## config.mk

```make
export PLATFORM = sky130hd
export DESIGN_NAME = line_cfg
export DESIGN_NICKNAME = d
export VERILOG_FILES = /design/src/shared/line_cfg_pkg.sv /design/src/rtl/line_cfg.sv
export SDC_FILE = /design/constraint.sdc
export NUM_CORES = 1
export LEC_CHECK = 0
export BUFFER_PORTS_ARGS = -buffer_cell sky130_fd_sc_hd__clkbuf_2
export CORE_MARGIN = 8
export CORE_UTILIZATION = 45
export CTS_CLUSTER_SIZE = 28
export DETAILED_ROUTE_END_ITERATION = 8
export HOLD_SLACK_MARGIN = 0.02
export PLACE_DENSITY = 0.75
export SYNTH_ARGS = -nofsm -noshare
export SYNTH_HDL_FRONTEND = slang
export SYNTH_SLANG_ARGS = --single-unit
```

## constraint.sdc

```tcl
create_clock -name clock -period 2 [get_ports clock]
set_input_delay 0.1 -clock clock [delete_from_list [all_inputs] [get_ports clock]]
set_output_delay 0.1 -clock clock [all_outputs]
set_load 0.1 [all_outputs]
```

## src/shared/line_cfg_pkg.sv

```systemverilog
// package: register map, field positions, reset values and timing for the line config block
package line_cfg_pkg;
    // ************************************************************
    // register byte offsets
    // ************************************************************
    localparam logic [7:0] line_function_reg_off = 8'h00;
    localparam logic [7:0] line_config_reg_off = 8'h04;
    localparam logic [7:0] dial_control_reg_off = 8'h08;
    localparam logic [7:0] line_status_reg_off = 8'h0c;
    localparam logic [7:0] line_drive_reg_off = 8'h10;
    // ************************************************************
    // field positions
    // ************************************************************
    localparam int tone_detect_enable_bit = 7;
    localparam int ringer_impedance_synth_bit = 1;
    localparam int dc_term_mode_lo = 2;
    localparam int ac_impedance_sel_bit = 4;
    localparam int onhook_ramp_lo = 5;
    localparam int low_loop_a_bit = 3;
    localparam int dial_headroom_bit = 2;
    localparam int low_loop_b_bit = 0;
    localparam int overload_sticky_bit = 1;
    localparam int tone_seen_bit = 3;
    localparam int overload_live_bit = 6;
    // ************************************************************
    // reset values and encodings
    // ************************************************************
    localparam logic [7:0] line_function_reset = 8'h00;
    localparam logic [7:0] line_config_reset = 8'h08;
    localparam logic [7:0] dial_control_reset = 8'h00;
    localparam logic [7:0] line_status_reserved = 8'h20;
    localparam logic [1:0] dc_mode_low_voltage = 2'h0;
    localparam logic [1:0] dc_mode_low_loop = 2'h1;
    localparam logic [1:0] dc_mode_default = 2'h2;
    localparam logic [1:0] dc_mode_current_limit = 2'h3;
    // ************************************************************
    // timing: restore of original dc termination after detect disable
    // ************************************************************
    localparam int clock_mhz = 250;
    localparam int restore_time_ms = 1000;
    localparam int restore_cycles = restore_time_ms * 1000 * clock_mhz;
    localparam logic [1:0] axi_okay = 2'h0;
    localparam logic [1:0] axi_slverr = 2'h2;

    // ************************************************************
    // line drive word handed to the analog line side
    // ************************************************************
    typedef enum logic [4:0] {
        term_low_voltage = 5'h01,
        term_low_loop = 5'h02,
        term_default = 5'h04,
        term_current_limit = 5'h08,
        term_800_ohm = 5'h10
    } dc_term_t;

    typedef struct packed {
        dc_term_t term;
        logic tx_atten_1p7db;
        logic tx_atten_4db;
        logic ac_complex;
        logic ringer_synth;
        logic dial_headroom;
        logic [1:0] onhook_ramp;
        logic offhook_hold;
    } line_drive_t;
endpackage

```

## src/rtl/line_cfg.sv

```systemverilog
// line termination config, billing tone detect and status with an axi4-lite slave
// Behaviour
// two-bit field selects four dc terminations
// dc field resets to default mode 10
// code 11 applies current limiting termination
// codes 01/00 attenuate transmit 1.7/4 dB
// bit 4 selects real or complex ac
// bit 1 enables synthesized ringer impedance
// host sets headroom bit only when allowed
// default mode overrides give low loop or low voltage, no attenuation
// override bits ignored outside default mode
// host dials DTMF via default mode override
// host pulse dials by toggling hook
// ramp field controls slow on-hook current
// detection only while detect-enable set
// overload sets sticky overload flag
// supply droop sets sticky tone flag
// tone flag forces 800 ohm termination
// sticky flags clear only on zero write
// detect disable restores termination after ~1s
// host polls live overload then disables
// host clears all bits before re-arming
// host qualifies multiple events before deciding
// stay off-hook during billing tone event
// live overload flag at status bit 6
// config fields hold until rewrite or reset
module line_cfg
    import line_cfg_pkg::*;
#(
    parameter int restore_count = restore_cycles
) (
    input wire logic clock,
    input wire logic rst_n,
    input wire logic [7:0] s_axi_awaddr,
    input wire logic s_axi_awvalid,
    output logic s_axi_awready,
    input wire logic [31:0] s_axi_wdata,
    input wire logic [3:0] s_axi_wstrb,
    input wire logic s_axi_wvalid,
    output logic s_axi_wready,
    output logic [1:0] s_axi_bresp,
    output logic s_axi_bvalid,
    input wire logic s_axi_bready,
    input wire logic [7:0] s_axi_araddr,
    input wire logic s_axi_arvalid,
    output logic s_axi_arready,
    output logic [31:0] s_axi_rdata,
    output logic [1:0] s_axi_rresp,
    output logic s_axi_rvalid,
    input wire logic s_axi_rready,
    input wire logic offhook_req,
    input wire logic overload_pin,
    input wire logic supply_droop_pin,
    output line_drive_t line_drive
);
    // ************************************************************
    // state
    // ************************************************************
    typedef struct packed {
        logic aw_held;
        logic [7:0] aw_addr;
        logic w_held;
        logic [7:0] w_data;
        logic w_lane0;
        logic bvalid;
        logic [1:0] bresp;
        logic rvalid;
        logic [31:0] rdata;
        logic [1:0] rresp;
        logic [7:0] func;
        logic [7:0] cfg;
        logic [7:0] dial;
        logic ovl_sticky;
        logic tone_seen;
        logic tone_latched;
        logic [31:0] restore_cnt;
        logic [1:0] ovl_sync;
        logic [1:0] droop_sync;
        logic [1:0] hook_sync;
        line_drive_t drive;
    } state_t;

    state_t st;
    state_t next_st;
    logic [7:0] status_view;
    logic wr_go;
    logic ovl_now;
    logic droop_now;
    logic [1:0] mode;
    logic ovr_a;
    logic ovr_b;

    always_comb begin
        ovl_now = st.ovl_sync[1];
        droop_now = st.droop_sync[1];
        mode = st.cfg[dc_term_mode_lo +: 2];
        ovr_a = st.dial[low_loop_a_bit];
        ovr_b = st.dial[low_loop_b_bit];
        status_view = line_status_reserved;
        status_view[overload_sticky_bit] = st.ovl_sticky;
        status_view[tone_seen_bit] = st.tone_seen;
        status_view[overload_live_bit] = ovl_now;
        wr_go = st.aw_held && st.w_held && !st.bvalid;
        next_st = st;
        // ************************************************************
        // pin synchronisers
        // ************************************************************
        next_st.ovl_sync = {st.ovl_sync[0], overload_pin};
        next_st.droop_sync = {st.droop_sync[0], supply_droop_pin};
        next_st.hook_sync = {st.hook_sync[0], offhook_req};
        // ************************************************************
        // axi write channel: address and data taken in either order
        // ************************************************************
        if (s_axi_awvalid && !st.aw_held) begin
            next_st.aw_held = 1'b1;
            next_st.aw_addr = s_axi_awaddr;
        end
        if (s_axi_wvalid && !st.w_held) begin
            next_st.w_held = 1'b1;
            next_st.w_data = s_axi_wdata[7:0];
            next_st.w_lane0 = s_axi_wstrb[0];
        end
        if (st.bvalid && s_axi_bready) begin
            next_st.bvalid = 1'b0;
        end
        // ************************************************************
        // flag setting; a set in the clearing cycle wins below
        // ************************************************************
        if (wr_go) begin
            next_st.aw_held = 1'b0;
            next_st.w_held = 1'b0;
            next_st.bvalid = 1'b1;
            next_st.bresp = axi_okay;
            if (st.aw_addr == line_function_reg_off) begin
                if (st.w_lane0) begin
                    next_st.func = st.w_data;
                end
            end else if (st.aw_addr == line_config_reg_off) begin
                if (st.w_lane0) begin
                    next_st.cfg = st.w_data;
                end
            end else if (st.aw_addr == dial_control_reg_off) begin
                if (st.w_lane0) begin
                    next_st.dial = st.w_data;
                end
            end else if (st.aw_addr == line_status_reg_off) begin
                // only a zero written clears a sticky flag
                if (st.w_lane0 && !st.w_data[overload_sticky_bit]) begin
                    next_st.ovl_sticky = 1'b0;
                end
                if (st.w_lane0 && !st.w_data[tone_seen_bit]) begin
                    next_st.tone_seen = 1'b0;
                end
            end else if (st.aw_addr != line_drive_reg_off) begin
                next_st.bresp = axi_slverr;
            end
        end
        if (st.func[tone_detect_enable_bit]) begin
            if (ovl_now) begin
                next_st.ovl_sticky = 1'b1;
            end
            if (droop_now) begin
                next_st.tone_seen = 1'b1;
                next_st.tone_latched = 1'b1;
            end
        end
        // ************************************************************
        // 800 ohm hold until detect disable, then timed restore
        // ************************************************************
        if (st.tone_latched && !st.func[tone_detect_enable_bit]) begin
            if (st.restore_cnt >= 32'(restore_count - 1)) begin
                next_st.tone_latched = 1'b0;
                next_st.restore_cnt = '0;
            end else begin
                next_st.restore_cnt = st.restore_cnt + 32'h1;
            end
        end else begin
            next_st.restore_cnt = '0;
        end
        // ************************************************************
        // axi read channel
        // ************************************************************
        if (st.rvalid && s_axi_rready) begin
            next_st.rvalid = 1'b0;
        end
        if (s_axi_arvalid && !st.rvalid) begin
            next_st.rvalid = 1'b1;
            next_st.rresp = axi_okay;
            next_st.rdata = '0;
            if (s_axi_araddr == line_function_reg_off) begin
                next_st.rdata[7:0] = st.func;
            end else if (s_axi_araddr == line_config_reg_off) begin
                next_st.rdata[7:0] = st.cfg;
            end else if (s_axi_araddr == dial_control_reg_off) begin
                next_st.rdata[7:0] = st.dial;
            end else if (s_axi_araddr == line_status_reg_off) begin
                next_st.rdata[7:0] = status_view;
            end else if (s_axi_araddr == line_drive_reg_off) begin
                next_st.rdata[12:0] = st.drive;
            end else begin
                next_st.rresp = axi_slverr;
            end
        end
        // ************************************************************
        // line drive decode
        // ************************************************************
        case (mode)
            dc_mode_low_voltage: next_st.drive.term = term_low_voltage;
            dc_mode_low_loop: next_st.drive.term = term_low_loop;
            dc_mode_current_limit: next_st.drive.term = term_current_limit;
            default: begin
                // overrides only honoured in default mode
                if (ovr_a) begin
                    next_st.drive.term = term_low_loop;
                end else if (ovr_b) begin
                    next_st.drive.term = term_low_voltage;
                end else begin
                    next_st.drive.term = term_default;
                end
            end
        endcase
        if (st.tone_latched) begin
            next_st.drive.term = term_800_ohm;
        end
        next_st.drive.tx_atten_1p7db = (mode == dc_mode_low_loop);
        next_st.drive.tx_atten_4db = (mode == dc_mode_low_voltage);
        next_st.drive.ac_complex = st.cfg[ac_impedance_sel_bit];
        next_st.drive.ringer_synth = st.cfg[ringer_impedance_synth_bit];
        // headroom bit passed through only in current limit mode; held low in the other modes
        next_st.drive.dial_headroom = (mode == dc_mode_current_limit) && st.dial[dial_headroom_bit];
        next_st.drive.onhook_ramp = st.cfg[onhook_ramp_lo +: 2];
        // hook follows host only; tone events never drop the line
        next_st.drive.offhook_hold = st.hook_sync[1];
    end

    always_ff @(posedge clock or negedge rst_n) begin
        if (!rst_n) begin
            st <= '0;
            st.func <= line_function_reset;
            st.cfg <= line_config_reset;
            st.dial <= dial_control_reset;
            st.drive.term <= term_default;
        end else begin
            st <= next_st;
        end
    end

    assign s_axi_awready = !st.aw_held;
    assign s_axi_wready = !st.w_held;
    assign s_axi_bvalid = st.bvalid;
    assign s_axi_bresp = st.bresp;
    assign s_axi_arready = !st.rvalid;
    assign s_axi_rvalid = st.rvalid;
    assign s_axi_rdata = st.rdata;
    assign s_axi_rresp = st.rresp;
    assign line_drive = st.drive;
endmodule

```

Word level (Yosys, flattened, before mapping)
Index checks and enable logic that the tools add are counted.
{ "word_totals": {"ff_bits": 116, "latch_bits": 0, "ram_bits": 0, "romBits": 0, "out_inout_bits": 54, "elab_cells": 115, "n_memories": 0} }
{ "op_classes": {"addsub": 1, "n_mul": 0, "n_div": 0, "order_cmp": 1, "n_eq_ne": 10, "shifts": 0, "n_mux": 45, "bitwise_logic": 2, "n_reduce_logical": 28} }
{ "op_table": {"columns": ["op", "n"], "rows": [
  ["$mux 32", 2],
  ["$mux 35", 1],
  ["$add 32x1->32 const B", 1],
  ["$eq 8x4->1 const B", 4],
  ["$ge 32x28->1 const B", 1],
  ["$mux 2", 16],
  ["$mux 8", 4],
  ["$mux 5", 5],
  ["$eq 8x3->1 const B", 2],
  ["$logic_not 8->1", 2],
  ["$mux 13", 1],
  ["$mux 3", 4],
  ["$pmux 4 s3", 1],
  ["$logic_and 1x1->1", 11],
  ["$mux 10", 1],
  ["$mux 1", 9],
  ["$mux 9", 1],
  ["$eq 8x5->1 const B", 1],
  ["$ne 8x5->1 const B", 1],
  ["$reduce_bool 2->1", 4],
  ["$logic_not 1->1", 7],
  ["$reduce_and 5->1", 1],
  ["$reduce_and 4->1", 1],
  ["$reduce_and 3->1", 1],
  ["other kinds (4)", 5]
]} }

Depth between registers and ports, before layout
Gate-level depths: netlist of run 1.
{ "logic_depth": {"ltp_word": 12, "ltp_mapped": 8, "depth_no_buf": 5} }

Worst setup path before layout of run 1
No wires, ideal clock.
{ "synth_timing": {"path_kind": "reg-to-reg", "startpoint": "register st (netlist bit s_axi_bvalid)", "endpoint": "register st (netlist bit ovr_a)", "t_arrival_ps": 2099, "path_slack_ps": -224, "path_stages_with_launch": 5, "path_buffers": 0, "path_cell_list": "dfrtp_1 -> nand3b_1 -> nor4_2 -> nand3b_1 -> mux2_2"} }
{ "synth_via": {"elab_chain_len": 3} }
{ "synth_lines": {"columns": ["item", "line_no", "rtl"], "rows": [
  ["start, declared", "line_cfg.sv:83", "state_t st;"],
  ["start signal, assigned", "line_cfg.sv:244", "st <= next_st;"],
  ["$logic_not 1->1", "line_cfg.sv:103", "wr_go = st.aw_held && st.w_held && !st.bvalid;"],
  ["$logic_and 1x1->1", "line_cfg.sv:103", null],
  ["$reduce_and 5->1 (no line)", null, null]
]} }
No other way between the ends.
A chain may end at the register's enable or synchronous reset.

==> results of run 1 <==
[layout by cell type (no fill, tap or decap), types with 3 or more instances in the layout]
| cell type | instances |
|---|---|
| or4_4 | 3 |
| nor3_1 | 18 |
| xnor2_1 | 5 |
| nand3_1 | 11 |
| o21ai_0 | 14 |
| and3_1 | 6 |
| conb_1 | 25 |
| dfrtp_2 | 3 |
| nand3b_1 | 3 |
| nor3b_1 | 3 |
| dlygate4sd3_1 | 25 |
| buf_4 | 46 |
| a2bb2oi_1 | 4 |
| inv_1 | 7 |
| xor2_1 | 8 |
| o31ai_1 | 11 |
| a22o_1 | 7 |
| mux2_2 | 41 |
| dfrtp_1 | 108 |
| nor2_1 | 13 |
| or4b_1 | 3 |
| nor2b_1 | 9 |
| nand2b_1 | 5 |
| clkbuf_1 | 3 |
| mux4_2 | 3 |
| clkbuf_2 | 66 |
| or4_1 | 7 |
| clkbuf_16 | 17 |
| a31oi_1 | 9 |
| and2_1 | 5 |
| a21oi_1 | 4 |
| or3_1 | 3 |
| a211oi_1 | 13 |
| nand4_1 | 9 |
| clkbuf_8 | 3 |
| nor4_1 | 5 |
| nand2_1 | 19 |
[routing by layer]
metal / vias up / track usage, % / part of all wire, %
li1: 1846 / - / -
met1: 1989 / 19.51 / 43
met2: 118 / 27.07 / 50
met3: 19 / 6.035 / 5.6
met4: 0 / 5.731 / 1.5
met5: - / 0 / 0
[flip-flops by register name, summed over array words and instances, names as in the netlist]
register      count
ovr_b             1
s_axi_rresp       1
ovr_a             1
st               70
s_axi_bvalid      1
s_axi_rdata      13
ovl_now           1
s_axi_rvalid      1
line_drive       13
next_st           8
s_axi_bresp       1
mode              2
droop_now         1
[worst max-delay path: cells and delay by family, from the launching register on]
kind	cells	cell delay [ps]
simple gates	3	1250
compound gates	1	220
flops	1	410
[what timing repair did]
item                                   in CTS  in global routing
gates cloned                                0                  1
endpoints found under the hold margin     136                  0
hold buffers                               25                  0
setup endpoints to repair                  18                 48
gates resized for setup                     1                  9
setup buffers                               1                  6
pin swaps                                   1                  4
[through the flow]
stage,std cells,power [mW],instance area [um2]
floorplan,486,4.288,5485
global placement,671,4.507,5861
detailed placement,671,4.567,5861
CTS,728,7.562,6701
global route,735,7.825,6783
finish,735,7.511,6783
[cell usage after synthesis (4+ instances only)]
master / number / area share [%]
dfrtp_1: 112 / 52
buf_4: 51 / 7.1
mux2_2: 41 / 8.6
nand2_1: 20 / 1.4
nor3_1: 18 / 1.7
o21ai_0: 15 / 1.4
a211oi_1: 13 / 1.8
nor2_1: 13 / 0.91
nand3_1: 11 / 1.0
o31ai_1: 11 / 1.5
a31oi_1: 9 / 1.0
nand4_1: 9 / 1.0
nor2b_1: 9 / 1.0
or4_1: 9 / 1.3
clkbuf_1: 8 / 0.56
xor2_1: 8 / 1.3
a22o_1: 7 / 1.1
inv_1: 7 / 0.49
and3_1: 6 / 0.70
and2_1: 5 / 0.58
buf_2: 5 / 0.46
nand2b_1: 5 / 0.58
nor4_1: 5 / 0.58
xnor2_1: 5 / 0.81
a21oi_1: 4 / 0.37
a2bb2oi_1: 4 / 0.65
or3_1: 4 / 0.46
[layout make-up]
class / count / area share (%)
flip-flops and latches: 114 / 42.21
clock inverters: 8 / 1.513
clock buffers: 23 / 7.047
multi-input cells: 297 / 31.89
repair buffers: 139 / 14.24
well taps: 147 / 2.712
inverters: 7 / 0.3874
[power by group through the flow]
stage,Clock [mW],Combinational [mW],Sequential (mW)
floorplan,0,1.31,2.98
global placement,0,1.55,2.96
detailed placement,0,1.58,2.98
CTS,2.99,1.63,2.94
global route,3.11,1.72,3.00
finish,2.93,1.63,2.95
[worst max path at each step]
stage                      start           end  slack, ps
finish                    st[32]        st[45]         30
global route             st[133]        st[62]         -2
CTS                       st[26]        st[40]        0.2
detailed placement        st[19]        st[43]        -50
global placement         st[133]    next_st[1]        -20
floorplan           s_axi_rvalid  s_axi_rvalid         10
[logic make-up after synthesis]
logic type | Yosys count
AO/OA/AOI/OAI | 77
XOR/XNOR | 13
adder cells (fa/ha/maj) | 1
buffers and inverters | 76
flip-flops | 114
multiplexers | 45
other | 1
AND/OR/NAND/NOR | 135
==> flow_summary.yaml, run 1 <==
outcome:
  status: "finished clean"
setup_path:
  start_kind: "register"
  r2r_cells: 4
  worstPathMaxFanout: 6
  critical_path_class: "reg2reg"
  slowest_delay_ps: 600
  slowest_stage: "or4_4"
  crit_top_cell: "or4_4"
  r2r_start: "st[32]"
  arrival_ps: 2290
  crit_chain: "nand2_1 -> or4_4 -> or4_4 -> a211oi_2"
  end_kind: "register"
  timing.rr.end: "st[45]"
  required_ps: 2320
  reg2reg_slack_ps: 30
drt:
  finalWirelength_mm: 12.48
  drtPass1Iterations: 4
  wl_per_cell_um: 16.98
  vias_per_cell: 5.404
  dr_total_vias: 3972
  drtIter0Drc: 234
  drc: 0
  ant_nets: 0
yosys:
  synth_area_per_cell_um2: 11.65
  synthSimpleGateAreaFrac_pct: 14.78
  synth-seq-cells: 114
  syn-cell-area_um2: 5383
  synth_xor_area_share_pct: 2.115
  synthCells: 462
  yosys_warnings: 0
  synthMuxAreaShare_pct: 10.02
  ys_seq_area_share_pct: 53.05
  synth_top_family_by_area: "simple AND/OR/NAND/NOR gates"
  dominantRegCellSynth: "dfrtp_1"
  synth-edff-count: 0
  synth-compound-area-share_pct: 10.32
  synth_fa_ha_area_share_pct: 0.2325
  yosysUniqueCellTypes: 57
  async_reset_ff_share_pct: 100.0
global_routing:
  grt_use_total_pct: 16.47
  grt_pass1_wl_mm: 20.94
  grt_max_degree: 62
  grt_overflow: 0
  antenna_found_initial: 0
  grt_pass1_vias: 4203
floorplan:
  die_area_um2: 15720
  ios: 116
  start_util_pct: 45.38
  fp.dieW_um: 125.4
  rows: 40
  die_y_um: 125.4
  core_um2: 11860
layout:
  nets: 639
  multi_input_area_um2: 2163
  fillers: 946
  seqCellArea_um2: 2863
  drive_gt1_share_pct: 35.54
  insertedDiodeCount: 0
  post-route-util_pct: 57.18
  area.growth.synth_to_final_pct: 26.01
cts:
  cts.path.max_buffers: 2
  clk_pin_slew_ps: 50
  insertion_delay_ps: 410
  cts.sinks: 114
  h-tree-depth: 4
  tritoncts: "built"
  root_buffer: "clkbuf_16"
  cts_buffers: 17
placed_design:
  post-place-ws_ps: -50.68
  io_buffers: 67
  place.gp.congestion: 0.8357
  dpl.hpwl_mm: 8.396
worst_hold_path:
  hp-class: "in2async"
power_and_ir_drop:
  pwr_density_cell_nw_per_um2: 1107
  switching_share_pct: 32.51
  internal-power_mw: 5.069
  pwr-share-clk_pct: 39.1
  power_frac_seq_pct: 39.3
  p_sw_mw: 2.442
  power.leakage_nw: 3.089
  combinationalPowerShare_pct: 21.6
  peakVddDrop_v: 0.0005056
timing:
  setup_viol: 0
  slew-limit-headroom_pct: 59.62
  slew_viol_final: 0
  hold_ws_ps: 114.5
  finalClockSkew_ps: 7.020
  layout_setup_ws_ps: 28.38
  hold_violations: 0
  tns_ps: 0
  max_freq_mhz: 507.2
  post-route-min-period_ps: 1972
  min_period_over_period_pct: 98.58
  tightest_slew_ps: 604.5
flow_run:
  maxCapViolCount: 0
Power figures use the tool's default switching activity.
==> run 2: changes to the inputs <==
--- a/config.mk
+++ b/config.mk
@@ -5,13 +5,14 @@
 export SDC_FILE = /design/constraint.sdc
 export NUM_CORES = 1
 export LEC_CHECK = 0
+export ABC_AREA = 1
 export BUFFER_PORTS_ARGS = -buffer_cell sky130_fd_sc_hd__clkbuf_2
 export CORE_MARGIN = 8
 export CORE_UTILIZATION = 45
 export CTS_CLUSTER_SIZE = 28
 export DETAILED_ROUTE_END_ITERATION = 8
 export HOLD_SLACK_MARGIN = 0.02
-export PLACE_DENSITY = 0.75
+export PLACE_DENSITY = 0.74
 export SYNTH_ARGS = -nofsm -noshare
 export SYNTH_HDL_FRONTEND = slang
 export SYNTH_SLANG_ARGS = --single-unit
==> run 2 against run 1 <==
  * Final cell count increased by 31%
  * Setup slack improved by 270 ps
  * Sequential share of layout area increased by 0.38 points
  * Die area increased by 3.4%
  * Largest power group is now the clock network
  * Fmax increased by 16%
  * Global-route usage decreased by 0.32 points
  * Synthesized cell count increased by 51%
  * Combinational power increased by 4%
  * Via count increased by 16%
  * First-iteration DRC count increased by 53%
  * Critical endpoint is now st[39]
  * Sequential power decreased by 2%
  * Clock skew about the same
==> flow_summary.yaml, run 2 <==
outcome:
  status: "finished clean"
drt:
  ant_nets: 0
  vias_per_cell: 4.789
  dr_total_vias: 4597
  drc: 0
  drtPass1Iterations: 5
  drtIter0Drc: 358
  wl_per_cell_um: 13.03
  finalWirelength_mm: 12.51
layout:
  insertedDiodeCount: 0
  final_cell_mix: "nand2_1 (180), nor2_1 (129), dfrtp_1 (111)"
  stdcell_count: 960
  top_register: "st"
  area.growth.synth_to_final_pct: 19.99
  final_common_cell: "nand2_1"
  drive_gt1_share_pct: 15.66
  largest_reg_flops: 70
  nets: 842
timing:
  finalClockSkew_ps: 7.278
  slew-limit-headroom_pct: 62.99
  max_freq_mhz: 586.3
  setup_viol: 0
  post-route-min-period_ps: 1706
  rsz0062_at_grt: "no"
  slew_viol_final: 0
  hold_ws_ps: 95.47
  tns_ps: 0
  tightest_slew_ps: 557.5
  hold_violations: 0
  min_period_over_period_pct: 85.28
cts:
  cts_buffers: 17
  tritoncts: "built"
  cts.sinks: 114
  root_buffer: "clkbuf_16"
  cts.path.max_buffers: 2
  h-tree-depth: 4
  cts_resized: 0
  insertion_delay_ps: 410
  clk_pin_slew_ps: 50
global_routing:
  grt_overflow: 0
  grt_pass1_vias: 4393
  grt_use_total_pct: 16.15
  grt_pass1_wl_mm: 20.93
  antenna_found_initial: 0
  grt_max_degree: 44
yosys:
  synthCells: 699
  dominantRegCellSynth: "dfrtp_1"
  yosysUniqueCellTypes: 33
  synth_area_per_cell_um2: 8.005
  yosysTopAreaCellShare_pct: 50.09
  synth-edff-count: 0
  synth-seq-cells: 114
  yosysMostFrequentCell: "nand2_1"
  ys_seq_area_share_pct: 51.03
  syn-cell-area_um2: 5595
  synth_common_cells: "nand2_1 (181), nor2_1 (129), dfrtp_1 (112), inv_1 (66), buf_4 (49)"
  yosys_warnings: 0
  synth_area_leaders: "dfrtp_1 (50%), nand2_1 (12%), nor2_1 (8.7%), buf_4 (6.6%), inv_1 (4.4%)"
  async_reset_ff_share_pct: 100.0
  synth_top_area_cell: "dfrtp_1"
floorplan:
  fp.dieW_um: 127.5
  die_y_um: 127.5
  core_um2: 12060
  die_area_um2: 16260
  rows: 40
  ios: 116
  start_util_pct: 46.39
setup_path:
  r2r_start: "st[19]"
  required_ps: 2290
  end_kind: "register"
  crit_top_cell: "nand2_1"
  worstPathMaxFanout: 17
  timing.rr.end: "st[39]"
  start_kind: "register"
  crit_buf_inv: 2
  crit_chain: "ha_1 -> nand3_2 -> inv_2 -> nand2_2 -> nand2_1 -> nand2_1 -> nand2_1 -> nand2_1 -> nand3_2 -> buf_4 -> nor2_1"
  slowest_delay_ps: 370
  r2r_cells: 11
  arrival_ps: 1990
  critical_path_class: "reg2reg"
  reg2reg_slack_ps: 290
  slowest_stage: "dfrtp_1"
  crit_family: "simple AND/OR/NAND/NOR gates"
power_and_ir_drop:
  power.leakage_nw: 3.260
  internal-power_mw: 5.116
  p_total_mw: 7.753
  combinationalPowerShare_pct: 21.9
  pwr_density_cell_nw_per_um2: 1155
  switching_share_pct: 34.01
  power_frac_seq_pct: 37.3
  pwr-share-clk_pct: 40.7
  p_sw_mw: 2.636
  peakVddDrop_v: 0.0009881
placed_design:
  io_buffers: 67
  placed_cells: 905
  dpl.hpwl_mm: 8.821
  place.gp.congestion: 0.9112
worst_hold_path:
  hp-class: "in2async"
flow_run:
  maxCapViolCount: 0
-- run 2: power by group through the flow --
stage | Sequential (mW) | Combinational [mW] | Clock [mW]
final | 2.90 | 1.70 | 3.16
after global routing | 2.94 | 1.85 | 3.32
after CTS | 2.88 | 1.71 | 3.22
after detailed placement | 2.92 | 1.67 | 0
after global placement | 2.91 | 1.65 | 0
after floorplan | 2.94 | 1.37 | 0
-- run 2: per-stage QoR --
step           util [%]  area [um2]  setup slack (ps)
2_1_floorplan         -        5695             21.86
3_3_place_gp      48.63        5866             353.0
3_5_place_dp      48.63        5866             309.0
4_1_cts           55.66        6714             294.8
5_1_grt           55.66        6714             116.4
6_report          55.66        6714             294.4
-- run 2: worst max-delay path by stage --
| stage | startpoint | to | slack [ps] | depth (start not counted) |
|---|---|---|---|---|
| 6_report | st[19] | st[39] | 290 | 11 |
| 5_1_grt | st[19] | st[25] | 120 | 11 |
| 4_1_cts | st[19] | st[39] | 290 | 11 |
| 3_5_place_dp | st[19] | st[32] | 310 | 11 |
| 3_3_place_gp | st[19] | st[19] | 350 | 11 |
| 2_1_floorplan | s_axi_rvalid | s_axi_rdata[2] | 20 | 6 |
-- run 2: cells by family (layout without fill, tap and decap cells) --
kind of cell               after synthesis  count (layout)  synth area share [%]
buffers and inverters                  128             197                 12.48
adders and majority gates                1               1                0.2236
DFF                                    114             114                 51.03
AOI/OAI and AO/OA                       65              65                 6.127
other                                    1              25               0.06702
and+or+nand+nor                        371             371                 26.83
xor gates and xnor gates                13              13                 2.035
muxes                                    6               6                 1.207
-- run 2: per-layer routing --
layer | track usage [%] | vias up | share of wire (%)
met3 | 5.200 | 17 | 7.7
met1 | 20.47 | 2150 | 45
met5 | 0 | - | 0
met2 | 24.74 | 163 | 46
met4 | 7.138 | 0 | 1.4
li1 | - | 2267 | -
-- run 2: repair_timing --
item	4_1_cts	5_1_grt
setup buffers	0	0
hold buffers	23	0
hold endpoints to repair	134	0
-- run 2: cell type report --
type / instances / area (um2)
Fill cell: 1100 / 5348
Sequential cell: 114 / 2859
Multi-Input combinational cell: 481 / 2135
Timing Repair Buffer: 97 / 633.1
Clock buffer: 19 / 432.9
Inverter: 68 / 259.0
Tap cell: 168 / 210.2
Clock inverter: 13 / 185.2
-- run 2: worst reg2reg max path: cells and delay by family (launching register included) --
family	cells	cell delay, ps
simple gates	8	610
flops	1	370
buf+inv	2	340
fa+ha+maj	1	270
